--- src/hw/osw_regs.svh ---
// Constants for the octal switch serial control block.
// Assumes a 100 MHz core clock; included by bare name.
`ifndef OSW_REGS_SVH
`define OSW_REGS_SVH
`define OSW_WORD_W        16
`define OSW_CMD_OUT_LSB   0
`define OSW_CMD_SENSE_LSB 8
`define OSW_STAT_CH_LSB   0
`define OSW_CMD_RESET     16'h0000
`define OSW_STAT_RESET    16'h0000
`define OSW_FRAME_MIN     16
`define OSW_FRAME_STEP    8
`define OSW_CLK_MHZ       100
`define OSW_FILT_MIN_US   100
`define OSW_FILT_MAX_US   300
// Least filter time rounded up to whole cycles
`define OSW_FILT_CYC      (`OSW_FILT_MIN_US * `OSW_CLK_MHZ)
`endif

--- src/hw/osw_pkg.sv ---
// Types for the octal switch serial control block.
// Assumes osw_regs.svh is on the include path.
package osw_pkg;
   typedef logic [15:0] osw_word_t;
   typedef logic [7:0]  osw_chan_t;
endpackage

--- src/hw/osw_sync.sv ---
// Two-flop synchroniser bank for pin inputs.
// Assumes inputs are asynchronous to core_clk.
module osw_sync #(
   parameter int W = 1
) (
   input  wire logic         core_clk,
   input  wire logic         nrst,
   input  wire logic         clk_en,
   input  wire logic [W-1:0] async_in,
   output logic      [W-1:0] sync_out
);
   logic [W-1:0] meta_ff;
   logic [W-1:0] sync_ff;

   always_ff @(posedge core_clk or negedge nrst)
   begin
      if (!nrst)
      begin
         meta_ff <= '0;
         sync_ff <= '0;
      end
      else if (clk_en)
      begin
         meta_ff <= async_in;
         sync_ff <= meta_ff;
      end
   end

   assign sync_out = sync_ff;
endmodule

--- src/hw/osw_filter.sv ---
// Open-load filter timer, restarted on each chip-select rise.
// Assumes restart is a one-cycle pulse in the core domain.
`include "osw_regs.svh"
module osw_filter #(
   parameter int FILT_CYC = `OSW_FILT_CYC
) (
   input  wire logic core_clk,
   input  wire logic nrst,
   input  wire logic clk_en,
   input  wire logic sleep,
   input  wire logic restart,
   output logic      expired
);
   logic [31:0] cnt_ff;
   logic        done_ff;
   wire         at_end = (cnt_ff == 32'(FILT_CYC - 1));

   always_ff @(posedge core_clk or negedge nrst)
   begin
      if (!nrst)
      begin
         cnt_ff  <= '0;
         done_ff <= 1'b0;
      end
      else if (clk_en)
      begin
         if (sleep || restart)
         begin
            cnt_ff  <= '0;
            done_ff <= 1'b0;
         end
         else if (!done_ff)
         begin
            cnt_ff  <= cnt_ff + 32'd1;
            done_ff <= at_end;
         end
      end
   end

   assign expired = done_ff;
endmodule

--- src/hw/osw_top.sv ---
// Serial control and fault reporting for an eight-channel load switch.
// Assumes the host is the serial master; pins are asynchronous and
// sampled by core_clk, whose rate must far exceed the serial clock.
//
// Summary of operation
// - Each frame moves a 16-bit command in and 16-bit status out, MSB first.
// - Received command takes effect only at chip-select rising edge.
// - Command bits 7..0 switch channels eight..one; one means on.
// - Command bits 15..8 enable sense current of channels eight..one.
// - Status bits 15..8 always read zero.
// - Status bits 7..0 flag any short, open load or thermal fault.
// - Open load on a channel whose command bit is on is not flagged.
// - Off-state open load flagged only with sense current enabled.
// - Over-voltage forces all switches off; command kept and restored.
// - Thermal fault turns off only its channel and flags it; resumes after.
// - Sleep clears all control registers: switches off, sense disabled.
// - Wake pin low or logic supply lost means sleep; sense sources off.
// - Status shifts out while the command shifts in, full duplex.
// - 32-bit frame returns status then echo; last 16 bits become command.
// - Accept frames of 16 to 56 clocks in steps of 8; else ignore.
// - Chip-select rise restarts open-load filter; comparator read after it.
// - Detected open load stays latched until the host reads it or sleep clears it.
// - Off-state open load uses per-channel comparator, counts when bit one.
// - Thermal short cycles retry automatically; shorts reported always.
// - Input sampled on falling serial clock, output changes on rising.
// - With chip select high, clock and data ignored, output released.
// - Direct-drive inputs five and six are ORed with their command bits.
`include "osw_regs.svh"
module osw_top #(
   parameter int FILT_CYC = `OSW_FILT_CYC
) (
   input  wire logic                 core_clk,
   input  wire logic                 nrst,
   input  wire logic                 clk_en,
   input  wire logic                 chip_select_n,
   input  wire logic                 serial_clock,
   input  wire logic                 serial_input_pin,
   output logic                      serial_output,
   output logic                      serial_output_oe_n,
   input  wire logic                 device_wake,
   input  wire logic                 logic_supply_ok,
   input  wire logic                 direct_drive_five,
   input  wire logic                 direct_drive_six,
   input  wire logic                 supply_overvoltage_level,
   input  wire osw_pkg::osw_chan_t   thermal_shutdown,
   input  wire osw_pkg::osw_chan_t   short_detect,
   input  wire osw_pkg::osw_chan_t   open_load_threshold,
   output osw_pkg::osw_chan_t        switch_on,
   output osw_pkg::osw_chan_t        sense_enable
);
   localparam int NS = 16;

   // All pin inputs pass two flops before any logic reads them.
   // Select goes through inverted so the synchroniser resets to idle,
   // avoiding a false select edge right after reset.
   logic [NS-1:0] pins_raw;
   logic [NS-1:0] pins_s;
   assign pins_raw = {~chip_select_n, serial_clock, serial_input_pin,
                      device_wake, logic_supply_ok, direct_drive_five,
                      direct_drive_six, supply_overvoltage_level,
                      open_load_threshold};

   osw_sync #(.W(NS)) u_sync (
      .core_clk (core_clk),
      .nrst     (nrst),
      .clk_en   (clk_en),
      .async_in (pins_raw),
      .sync_out (pins_s)
   );

   osw_pkg::osw_chan_t therm_s;
   osw_pkg::osw_chan_t short_s;
   osw_sync #(.W(16)) u_sync_flt (
      .core_clk (core_clk),
      .nrst     (nrst),
      .clk_en   (clk_en),
      .async_in ({thermal_shutdown, short_detect}),
      .sync_out ({therm_s, short_s})
   );

   wire                cs_n_s  = !pins_s[15];
   wire                sclk_s  = pins_s[14];
   wire                sdi_s   = pins_s[13];
   wire                wake_s  = pins_s[12];
   wire                vok_s   = pins_s[11];
   wire                dd5_s   = pins_s[10];
   wire                dd6_s   = pins_s[9];
   wire                ov_s    = pins_s[8];
   wire osw_pkg::osw_chan_t olc_s = pins_s[7:0];
   osw_pkg::osw_chan_t ol_cmp;
   assign ol_cmp = olc_s;

   // Sleep when wake pin low or logic supply gone
   wire sleep = !wake_s || !vok_s;

   logic               cs_n_d_ff;
   logic               sclk_d_ff;
   logic [15:0]        shift_ff;
   logic [5:0]         cnt_ff;
   logic               cnt_ovf_ff;
   logic               sdo_ff;
   logic               oe_n_ff;
   osw_pkg::osw_word_t cmd_ff;
   osw_pkg::osw_chan_t ol_lat_ff;
   osw_pkg::osw_chan_t sw_ff;
   osw_pkg::osw_chan_t sen_ff;

   wire cs_fall  = cs_n_d_ff && !cs_n_s;
   wire cs_rise  = !cs_n_d_ff && cs_n_s;
   wire selected = !cs_n_s && !cs_n_d_ff;
   wire sclk_r   = selected && sclk_s && !sclk_d_ff;
   wire sclk_f   = selected && !sclk_s && sclk_d_ff;

   // Frame accepted for 16 + n*8 falling edges, up to 56
   wire frame_ok = !cnt_ovf_ff && (cnt_ff >= 6'(`OSW_FRAME_MIN)) &&
                   (cnt_ff[2:0] == 3'd0);

   wire filt_done;
   osw_filter #(.FILT_CYC(FILT_CYC)) u_filt (
      .core_clk (core_clk),
      .nrst     (nrst),
      .clk_en   (clk_en),
      .sleep    (sleep),
      .restart  (cs_rise),
      .expired  (filt_done)
   );

   wire [7:0] cmd_out   = cmd_ff[`OSW_CMD_OUT_LSB +: 8];
   wire [7:0] cmd_sense = cmd_ff[`OSW_CMD_SENSE_LSB +: 8];
   // Open load counts only command off, sense on, after filter
   wire [7:0] ol_now = ol_cmp & ~cmd_out & cmd_sense &
                       {8{filt_done}};
   // Shorts and thermal reported regardless of sense enables
   wire [7:0] fault_now = short_s | therm_s | ol_lat_ff;
   wire [15:0] status_word = {8'h00, fault_now};

   // Direct drives ORed onto channels five and six
   wire [7:0] drive_req = cmd_out |
                          {2'b00, dd6_s, dd5_s, 4'h0};
   // Thermal drops only its channel; overvoltage drops all
   wire [7:0] nxt_sw = sleep ? 8'h00 :
                       (drive_req & ~therm_s & {8{!ov_s}});
   wire [7:0] nxt_sen = sleep ? 8'h00 : cmd_sense;

   always_ff @(posedge core_clk or negedge nrst)
   begin
      if (!nrst)
      begin
         cs_n_d_ff <= 1'b1;
         sclk_d_ff <= 1'b0;
      end
      else if (clk_en)
      begin
         cs_n_d_ff <= cs_n_s;
         sclk_d_ff <= sclk_s;
      end
   end

   // Shift path: in on falling clock, out on rising clock, MSB first
   always_ff @(posedge core_clk or negedge nrst)
   begin
      if (!nrst)
      begin
         shift_ff   <= `OSW_STAT_RESET;
         cnt_ff     <= '0;
         cnt_ovf_ff <= 1'b0;
      end
      else if (clk_en)
      begin
         if (cs_fall)
         begin
            shift_ff   <= status_word;
            cnt_ff     <= '0;
            cnt_ovf_ff <= 1'b0;
         end
         else if (sclk_f)
         begin
            // Status and command share one register, so a 32-clock
            // frame echoes the host's first word
            shift_ff   <= {shift_ff[14:0], sdi_s};
            cnt_ff     <= cnt_ff + 6'd1;
            if (cnt_ff == 6'h3f)
               cnt_ovf_ff <= 1'b1;
         end
      end
   end

   // Output pin: first bit valid at select, advanced on rising clock
   always_ff @(posedge core_clk or negedge nrst)
   begin
      if (!nrst)
      begin
         sdo_ff  <= 1'b0;
         oe_n_ff <= 1'b1;
      end
      else if (clk_en)
      begin
         oe_n_ff <= cs_n_s || sleep;
         if (cs_fall)
            sdo_ff <= status_word[15];
         else if (sclk_r)
            sdo_ff <= shift_ff[14];
      end
   end

   // Command register, open-load latch and driver outputs
   always_ff @(posedge core_clk or negedge nrst)
   begin
      if (!nrst)
      begin
         cmd_ff    <= `OSW_CMD_RESET;
         ol_lat_ff <= '0;
         sw_ff     <= '0;
         sen_ff    <= '0;
      end
      else if (clk_en)
      begin
         if (sleep)
         begin
            cmd_ff    <= `OSW_CMD_RESET;
            ol_lat_ff <= '0;
         end
         else
         begin
            if (cs_rise && frame_ok)
               cmd_ff <= shift_ff;
            // New detections win over the read-clear
            ol_lat_ff <= (cs_fall ? 8'h00 : ol_lat_ff) | ol_now;
         end
         sw_ff  <= nxt_sw;
         sen_ff <= nxt_sen;
      end
   end

   assign serial_output      = sdo_ff;
   assign serial_output_oe_n = oe_n_ff;
   assign switch_on          = sw_ff;
   assign sense_enable       = sen_ff;
endmodule

--- config.mk ---
export PLATFORM = sky130hd
export DESIGN_NAME = osw_top
export DESIGN_NICKNAME = d
export VERILOG_FILES = /design/src/hw/osw_pkg.sv /design/src/hw/osw_sync.sv /design/src/hw/osw_filter.sv /design/src/hw/osw_top.sv
export VERILOG_INCLUDE_DIRS = /design/src /design/src/hw
export SDC_FILE = /design/constraint.sdc
export NUM_CORES = 1
export LEC_CHECK = 0
export BUFFER_PORTS_ARGS = -buffer_cell sky130_fd_sc_hd__buf_2
export CAP_MARGIN = 20
export CELL_PAD_IN_SITES_DETAIL_PLACEMENT = 1
export CELL_PAD_IN_SITES_GLOBAL_PLACEMENT = 1
export CORE_MARGIN = 10
export CORE_UTILIZATION = 52
export CTS_CLUSTER_SIZE = 12
export DETAILED_ROUTE_END_ITERATION = 8
export PLACE_DENSITY = 0.88
export SETUP_SLACK_MARGIN = 0.1
export SYNTH_ARGS = -nofsm -noshare
export SYNTH_HDL_FRONTEND = slang
export SYNTH_SLANG_ARGS = --single-unit
--- constraint.sdc ---
create_clock -name core_clk -period 3.8 [get_ports core_clk]
set_input_delay 0.76 -clock core_clk [delete_from_list [all_inputs] [get_ports core_clk]]
set_output_delay 0.76 -clock core_clk [all_outputs]
set_load 0.005 [all_outputs]
==> qor.yml, run 1 <==
cts:
  cts_buffers: 17
  clockBufferDepth: 2
  clock_latency_ns: 0.44
  cts.sinks: 164
  cts_tree: "built"
  ctsResizeCount: 0
  clockRootBuffer: "clkbuf_16"
  cts.clk_slew.worst_paths_ns: 0.07
  ctsHoldBuffers: 0
  post-cts-setup-buffers: 0
  htree_levels: 4
logic_synthesis:
  synth_top_family_by_area: "compound AO/OA/AOI/OAI gates"
  synth_fa_ha_area_share_pct: 0.5323
  mappedNetlistNets: 637
  syn-cell-area_mm2: 0.007052
  synthFlopType: "dfrtp_1"
  async_flop_share_pct: 100.0
  yosys.area_share.simple_pct: 13.59
  synth_seq_cells: 164
  synthCells: 599
  synth_edf_count: 0
  synth_compound_area_share_pct: 13.96
  muxShareOfSynthArea_pct: 10.38
  synthXorXnorAreaFrac_pct: 0.7452
  yosysWarnings: 0
  avgSynthCellArea_um2: 11.77
  yosysSeqAreaShare_pct: 58.23
  synth.distinct_cells: 60
placement:
  dp_hpwl_um: 12500
  place_congestion: 0.8051
  dp.cells: 805
  port_buffers: 52
floorplan:
  die_x_um: 136.5
  fp.dieH_um: 136.5
  die-area_mm2: 0.01862
  core_mm2: 0.01324
  start_util_pct: 53.25
  boundaryPins: 53
  rows: 42
cells_and_area:
  fin_cells: 838
  syn_to_final_growth_pct: 13.54
  layout_commonest_cell: "dfrtp_1"
  layout_common_cells: "dfrtp_1 (162), mux2_2 (65), nand2_1 (58), buf_2 (50)"
  layout-drive-gt1-share_pct: 27.34
  nFillCells: 1379
  final_net_count: 687
  insertedDiodeCount: 0
detailed_routing:
  firstDrtPassIters: 4
  drc: 0
  antenna_left: 0
  vias: 5293
  drt_iter0_drc: 460
  drt-vias-per-instance: 6.316
  wl_per_cell_um: 23.63
  wirelength_um: 19810
global_routing:
  overflow: 0
  grt_first_pass_wirelength_um: 31980
  grt_max_degree: 89
  grt_antenna_before_repair: 0
  grt_usage_pct: 22.18
  grt_pass1_vias: 5898
timing:
  fin_crit_ns: 2.735
  maxSlewHeadroom_pct: 26.66
  finClkSkew_ns: 0.01035
  finalSetupTns_ns: 0
  finalHoldViolCount: 0
  slew_viol_final: 0
  fmax_mhz: 365.6
  setup_viol: 0
  worst_slew_pin_slew_ns: 1.095
  fin_hold_ws_ns: 0.3748
  rsz0062_at_grt: "no"
  layout_worst_path_cycle_share_pct: 71.98
power_and_ir_drop:
  peakVddDrop_mv: 0.3667
  power.leakage_uw: 0.003558
  report.power.total_uw: 4017
  p_per_area_mw_per_mm2: 501.7
worst_hold_path:
  worstHoldPathType: "primary input to async pin"
worst_setup_path:
  path_cells: "buf_4 -> o2111ai_2 -> nor2_2 -> nand3_1 -> o311ai_0"
  path_buf_inv: 1
  slowest_stage: "nor2_2"
  critPathTopFamily: "simple AND/OR/NAND/NOR gates"
  crit_path_max_fanout: 39
  critPathKind: "primary input to flip-flop"
  crit_path_end_kind: "flip-flop"
  critPathLaunchType: "primary input"
  cp.required_ns: 4.11
  crit_arrival_ns: 3.04
  cpPeakStageDelay_ns: 0.76
status:
  status: "complete, no violations"
flow_run:
  max-cap-violations: 0
[power breakdown]
part / leakage (uW) / internal, uW / switching (uW)
clock: 0.000255 / 856 / 743
sequential: 0.00213 / 1890 / 135
combinational: 0.00117 / 155 / 239
[sequential cells by signal, indices dropped and copies added (netlist names)]
name	cells
u_sync.meta_ff	16
cmd_ff	16
u_sync.sync_out	16
shift_ff	16
switch_on	8
u_filt.expired	1
serial_output	1
sclk_d_ff	1
u_sync_flt.meta_ff	16
cs_n_d_ff	1
serial_output_oe_n	1
cnt_ovf_ff	1
u_filt.cnt_ff	32
sense_enable	8
u_sync_flt.sync_out	16
ol_lat_ff	8
cnt_ff	6
[cells in the mapped netlist, drive strengths merged (10+ instances only)]
cell type | number | share of area [%]
nor3 | 14 | 1.1
nand2b | 11 | 0.98
nand3 | 23 | 1.9
nand4 | 13 | 1.2
clkbuf | 19 | 1.0
dfrtp | 162 | 57
nand2 | 58 | 3.1
o211ai | 10 | 1.1
o21ai | 32 | 2.3
a21oi | 16 | 1.1
o31ai | 12 | 1.3
nor2 | 32 | 1.8
a22o | 34 | 4.4
mux2 | 65 | 10
inv | 13 | 0.69
[metrics by stage]
stage / setup WS (ns) / utilization (%) / instance area (um2)
after global routing: 0.8605 / 60.46 / 8006
after global placement: 0.9897 / 56.29 / 7455
after detailed placement: 0.6995 / 56.29 / 7455
final: 1.065 / 60.46 / 8006
after CTS: 1.123 / 60.40 / 7999
after floorplan: 1.704 / - / 7052
[logic make-up after synthesis]
family	count (synthesis)
buf+inv	41
flops	164
simple gates	185
xor+xnor	6
fa+ha+maj	3
mux	65
compound gates	135
[worst paths after layout]
| kind | from | end | slack (ns) | cells past startpoint |
|---|---|---|---|---|
| worst min register to register | switch_on[0] | switch_on[0] | 0.50 | 1 |
| min in group core_clk | switch_on[0] | switch_on[0] | 0.50 | 1 |
| worst max register to register | u_sync.sync_out[15] | u_filt.cnt_ff[24] | 1.24 | 5 |
| max in group asynchronous | nrst | serial_output_oe_n | 2.47 | 2 |
| worst min-delay path | nrst | u_sync_flt.meta_ff[13] | 0.37 | 1 |
| worst max-delay path | clk_en | u_filt.cnt_ff[20] | 1.06 | 5 |
[cell type report]
cell class                 instances  area, um2  share of cell area (%)
sequential                       164       4106                   51.29
clock inverter                    14      105.1                   1.313
tap                              176      220.2                   2.750
multi-input combinational        394       2765                   34.54
inverter                          13      48.80                  0.6095
clock buffer                      18      439.2                   5.485
timing repair buffer              59      321.6                   4.016
[metal layers]
metal	vias up	global-route usage (%)	routed length [um]
li1	2310	-	-
met1	2770	25.31	7888
met2	167	38.66	10370
met3	46	5.646	1021
met4	0	9.349	528
met5	-	0	0
Note: power is estimated with default switching activity, not from simulation.
==> run 2, diff against run 1 <==
--- a/config.mk
+++ b/config.mk
@@ -11,10 +11,10 @@
 export CELL_PAD_IN_SITES_DETAIL_PLACEMENT = 1
 export CELL_PAD_IN_SITES_GLOBAL_PLACEMENT = 1
 export CORE_MARGIN = 10
-export CORE_UTILIZATION = 52
+export CORE_UTILIZATION = 44
 export CTS_CLUSTER_SIZE = 12
 export DETAILED_ROUTE_END_ITERATION = 8
-export PLACE_DENSITY = 0.88
+export PLACE_DENSITY = 0.8
 export SETUP_SLACK_MARGIN = 0.1
 export SYNTH_ARGS = -nofsm -noshare
 export SYNTH_HDL_FRONTEND = slang
==> constraint.sdc (replaced) <==
create_clock -name core_clk -period 2.5 [get_ports core_clk]
set_input_delay 0.5 -clock core_clk [delete_from_list [all_inputs] [get_ports core_clk]]
set_output_delay 0.5 -clock core_clk [all_outputs]
set_load 0.005 [all_outputs]
==> qor.yml, run 2 (synthesis gave the netlist of run 1 again) <==
worst_setup_path:
  critPathLaunchType: "flip-flop"
  crit_arrival_ns: 2.39
  rrSetupSlack_ns: 0.47
  r2r_cells: 6
  crit_path_end_kind: "flip-flop"
  critPathKind: "flip-flop to flip-flop"
  endpoint: "u_filt.cnt_ff[28]"
  crit_path_max_fanout: 7
  regToRegStartpoint: "u_filt.cnt_ff[0]"
  rr_endpoint: "u_filt.cnt_ff[28]"
  crit_path_start: "u_filt.cnt_ff[0]"
  cp.required_ns: 2.86
floorplan:
  start_util_pct: 44.72
  boundaryPins: 53
  die-area_mm2: 0.02149
  die_x_um: 146.6
  rows: 46
  fp.dieH_um: 146.6
  core_mm2: 0.01577
power_and_ir_drop:
  power_frac_clock_pct: 41.4
  peakVddDrop_mv: 0.4810
  seqPwrFrac_pct: 49.1
  p_per_area_mw_per_mm2: 759.6
  combPwrFrac_pct: 9.4
  power.net_switching_uw: 1609
  p_int_uw: 4616
  swShare_pct: 25.85
  power.leakage_uw: 0.003636
cells_and_area:
  layout_common_cells: "dfrtp_1 (162), mux2_2 (65), nand2_1 (58), buf_2 (50)"
  layout-drive-gt1-share_pct: 28.49
  largest-register: "u_filt.cnt_ff"
  largest_reg_flops: 32
  nFillCells: 1693
  layout_commonest_cell: "dfrtp_1"
  fin_cells: 890
  final_net_count: 700
  insertedDiodeCount: 0
  utilization_pct: 51.97
  syn_to_final_growth_pct: 16.22
detailed_routing:
  firstDrtPassIters: 4
  antenna_left: 0
  drt_iter0_drc: 291
  wl_per_cell_um: 20.49
  vias: 5129
  drc: 0
  drt-vias-per-instance: 5.763
  wirelength_um: 18240
status:
  status: "complete, no violations"
cts:
  cts_buffers: 17
  clockBufferDepth: 2
  post-cts-setup-buffers: 0
  cts.clk_slew.worst_paths_ns: 0.07
  htree_levels: 4
  clockRootBuffer: "clkbuf_16"
  cts.sinks: 164
  cts_tree: "built"
  ctsResizeCount: 0
  ctsHoldBuffers: 0
  clock_latency_ns: 0.42
global_routing:
  grt_pass1_vias: 5690
  grt_antenna_before_repair: 0
  grt_first_pass_wirelength_um: 30480
  overflow: 0
  grt_max_degree: 66
  grt_usage_pct: 17.53
timing:
  layout_worst_path_cycle_share_pct: 81.27
  worst_slew_pin_slew_ns: 0.8048
  setup_viol: 0
  rsz0062_at_grt: "no"
  finClkSkew_ns: 0.007036
  finalSetupTns_ns: 0
  slew_viol_final: 0
  fmax_mhz: 492.2
  fin_crit_ns: 2.032
  maxSlewHeadroom_pct: 46.34
  finalHoldViolCount: 0
placement:
  dp_hpwl_um: 12210
  dp.cells: 859
  place_congestion: 0.8145
  port_buffers: 52
flow_run:
  max-cap-violations: 0
worst_hold_path:
  worstHoldPathType: "primary input to async pin"
-- run 2: area by class of cell --
type	count	area (um2)	area share (%)
inverter	13	48.80	0.5954
tap	216	270.3	3.298
clock buffer	19	442.9	5.405
clock inverter	12	130.1	1.588
timing repair buffer	72	431.7	5.267
multi-input combinational	394	2765	33.74
sequential	164	4106	50.11
-- run 2: worst min path at each step --
stage	startpoint	endpoint	slack, ns
floorplan	nrst	cmd_ff[0]	0.20
global placement	u_sync.meta_ff[15]	u_sync.meta_ff[15]	0.47
detailed placement	switch_on[2]	switch_on[2]	0.47
CTS	nrst	u_sync.meta_ff[10]	0.08
global route	nrst	u_sync.meta_ff[9]	0.10
finish	nrst	u_sync.sync_out[9]	0.07
-- run 2: power groups by stage --
stage	combinational, uW	sequential [uW]	clock [uW]
after floorplan	383	3020	0
after global placement	547	3070	0
after detailed placement	584	3100	0
after CTS	600	3060	2620
after global routing	663	3080	2750
final	588	3060	2580
-- run 2: worst max-delay path, stage by stage (launching register included) --
cell     delay [ns]
dfrtp_1        0.42
ha_1           0.23
nand3_1        0.13
nor2_2         0.41
nand3_4        0.17
or4_1          0.51
nand3_1        0.10
-- run 2: layer usage --
layer / GRT usage, % / part of all wire, % / vias to the layer above
met1: 22.05 / 45 / 2694
met5: 0 / 0 / -
met2: 29.55 / 50 / 99
met3: 3.863 / 4.0 / 12
li1: - / - / 2324
met4: 5.105 / 0.82 / 0
-- run 2: through the flow --
stage	total power [uW]	worst slack [ns]	hold slack (ns)	instance area [um2]
after detailed placement	3681	0.4917	0.4726	7622
after global placement	3622	0.3867	0.4654	7615
after CTS	6273	0.4742	0.07701	8195
after floorplan	3403	0.6640	0.2044	7052
after global routing	6493	0.3370	0.1025	8195
final	6225	0.4681	0.06808	8195
==> run 3, diff against run 2 <==
--- a/config.mk
+++ b/config.mk
@@ -11,10 +11,10 @@
 export CELL_PAD_IN_SITES_DETAIL_PLACEMENT = 1
 export CELL_PAD_IN_SITES_GLOBAL_PLACEMENT = 1
 export CORE_MARGIN = 10
-export CORE_UTILIZATION = 44
+export CORE_UTILIZATION = 48
 export CTS_CLUSTER_SIZE = 12
 export DETAILED_ROUTE_END_ITERATION = 8
-export PLACE_DENSITY = 0.8
+export PLACE_DENSITY = 0.83
 export SETUP_SLACK_MARGIN = 0.1
 export SYNTH_ARGS = -nofsm -noshare
 export SYNTH_HDL_FRONTEND = slang
==> constraint.sdc (replaced) <==
create_clock -name core_clk -period 2 [get_ports core_clk]
set_input_delay 0.4 -clock core_clk [delete_from_list [all_inputs] [get_ports core_clk]]
set_output_delay 0.4 -clock core_clk [all_outputs]
set_load 0.005 [all_outputs]
==> qor.yml, run 3 (synthesis gave the netlist of run 1 again) <==
detailed_routing:
  firstDrtPassIters: 5
  drt-vias-per-instance: 6.092
  drc: 0
  vias: 5337
  wirelength_um: 19900
  antenna_left: 0
  drt_iter0_drc: 306
  wl_per_cell_um: 22.72
cts:
  clock_latency_ns: 0.44
  clockBufferDepth: 2
  cts.clk_slew.worst_paths_ns: 0.07
  cts_tree: "built"
  cts.sinks: 164
  clockRootBuffer: "clkbuf_16"
  htree_levels: 4
  cts_buffers: 17
global_routing:
  grt_busiest_layer: "met2"
  grt_antenna_before_repair: 0
  overflow: 0
  grt_first_pass_wirelength_um: 32530
  met2_usage_pct: 34.20
  grt_max_degree: 50
  grtUsageMet3_pct: 4.468
  grt_pass1_vias: 5928
  grtUsageMet1_pct: 25.28
  grt_usage_pct: 20.46
cells_and_area:
  stdcell_area_mm2: 0.008392
  layout_commonest_cell: "dfrtp_1"
  layout_common_cells: "dfrtp_1 (158), mux2_2 (65), nand2_1 (57), buf_2 (50), buf_4 (34)"
  syn_to_final_growth_pct: 19.00
  utilization_pct: 57.96
  nFillCells: 1494
  largest-register: "u_filt.cnt_ff"
  largest_reg_flops: 32
  insertedDiodeCount: 0
  final_net_count: 717
  layout-drive-gt1-share_pct: 31.79
floorplan:
  boundaryPins: 53
  core_mm2: 0.01448
  die-area_mm2: 0.01994
  fp.dieH_um: 141.2
  die_x_um: 141.2
  start_util_pct: 48.70
  rows: 44
status:
  status: "complete, no violations"
timing:
  finalHoldViolCount: 0
  worst_slew_pin_slew_ns: 0.4970
  finalSetupTns_ns: 0
  slew_viol_final: 0
  setup_viol: 0
  layout_worst_path_cycle_share_pct: 91.77
  fin_crit_ns: 1.835
  maxSlewHeadroom_pct: 66.56
  finClkSkew_ns: 0.009892
  fmax_mhz: 544.8
  fin_hold_ws_ns: 0.1678
  rsz0062_at_grt: "yes"
worst_setup_path:
  path_buf_inv: 0
  crit_arrival_ns: 2.16
  critPathKind: "flip-flop to flip-flop"
  cpPeakStageDelay_ns: 0.42
  cp.required_ns: 2.32
  critPathTopFamily: "simple AND/OR/NAND/NOR gates"
  slowest_stage: "dfrtp_1"
  regToRegStartpoint: "u_filt.cnt_ff[0]"
  r2r_cells: 6
  path_cells: "ha_1 -> nand3_2 -> nor2_1 -> and3_1 -> o21ai_0 -> a22o_1"
  rr_endpoint: "u_filt.cnt_ff[6]"
  rrSetupSlack_ns: 0.16
  critPathLaunchType: "flip-flop"
  crit_path_end_kind: "flip-flop"
  crit_path_max_fanout: 6
placement:
  dp_hpwl_um: 12810
  place_area_mm2: 0.007675
  place_congestion: 0.8633
  port_buffers: 52
worst_hold_path:
  min_from: "chip_select_n"
  min_path_cells: 2
  worstHoldPathType: "primary input to flip-flop"
  worstHoldEndpoint: "u_sync.meta_ff[15]"
flow_run:
  max-cap-violations: 0
power_and_ir_drop:
  power.leakage_uw: 0.003749
  p_per_area_mw_per_mm2: 950.3
  peakVddDrop_mv: 0.6975
run 3: cell count changes in the layout (fill, tap and decap cells not counted), sizes merged:
cell	delta
buf	+16
clkbuf	-1
clkinv	-2
clkinvlp	-2
dlygate4sd3	+1
inv	+6
run 3: layout make-up:
cell class / instances / area (um2) / share of cell area, %
Sequential cell: 164 / 4111 / 48.99
Multi-Input combinational cell: 394 / 2815 / 33.55
Timing Repair Buffer: 89 / 586.8 / 6.993
Clock buffer: 18 / 439.2 / 5.233
Tap cell: 184 / 230.2 / 2.743
Clock inverter: 14 / 160.2 / 1.908
Inverter: 13 / 48.80 / 0.5815
run 3: worst max-delay path by stage:
stage | startpoint | endpoint | cells past startpoint | slack, ns
final | u_filt.cnt_ff[0] | u_filt.cnt_ff[6] | 6 | 0.16
after CTS | u_filt.cnt_ff[0] | u_filt.cnt_ff[18] | 6 | 0.09
after floorplan | cs_n_d_ff | cmd_ff[0] | 6 | 0.20
after global routing | u_filt.cnt_ff[0] | u_filt.cnt_ff[20] | 7 | 0.03
after detailed placement | u_filt.cnt_ff[9] | u_filt.cnt_ff[31] | 6 | 0.08
after global placement | u_filt.cnt_ff[9] | u_filt.cnt_ff[31] | 6 | 0.13
run 3: metrics by stage:
step / cells / setup WS [ns] / power (uW)
global route: 876 / 0.02996 / 8291
global placement: 836 / 0.1276 / 4538
CTS: 870 / 0.08707 / 8011
floorplan: 599 / 0.1995 / 4254
detailed placement: 836 / 0.07671 / 4616
finish: 876 / 0.1646 / 7975
run 3: timing repair:
item	in CTS	in global routing
setup buffers	1	6
setup endpoints to repair	6	23
hold buffers	1	0
pin swaps	1	3
gates resized for setup	2	15
hold endpoints to repair	33	0
run 3: where the power goes:
group	total (uW)	internal [uW]	switching, uW
combinational	768	331	436
sequential	3810	3590	227
clock	3390	1910	1490
run 3: metal layers:
metal | part of all wire, % | wire [um]
met5 | 0 | 0
met4 | 1.9 | 380
met3 | 4.7 | 941
met2 | 51 | 10120
met1 | 43 | 8460
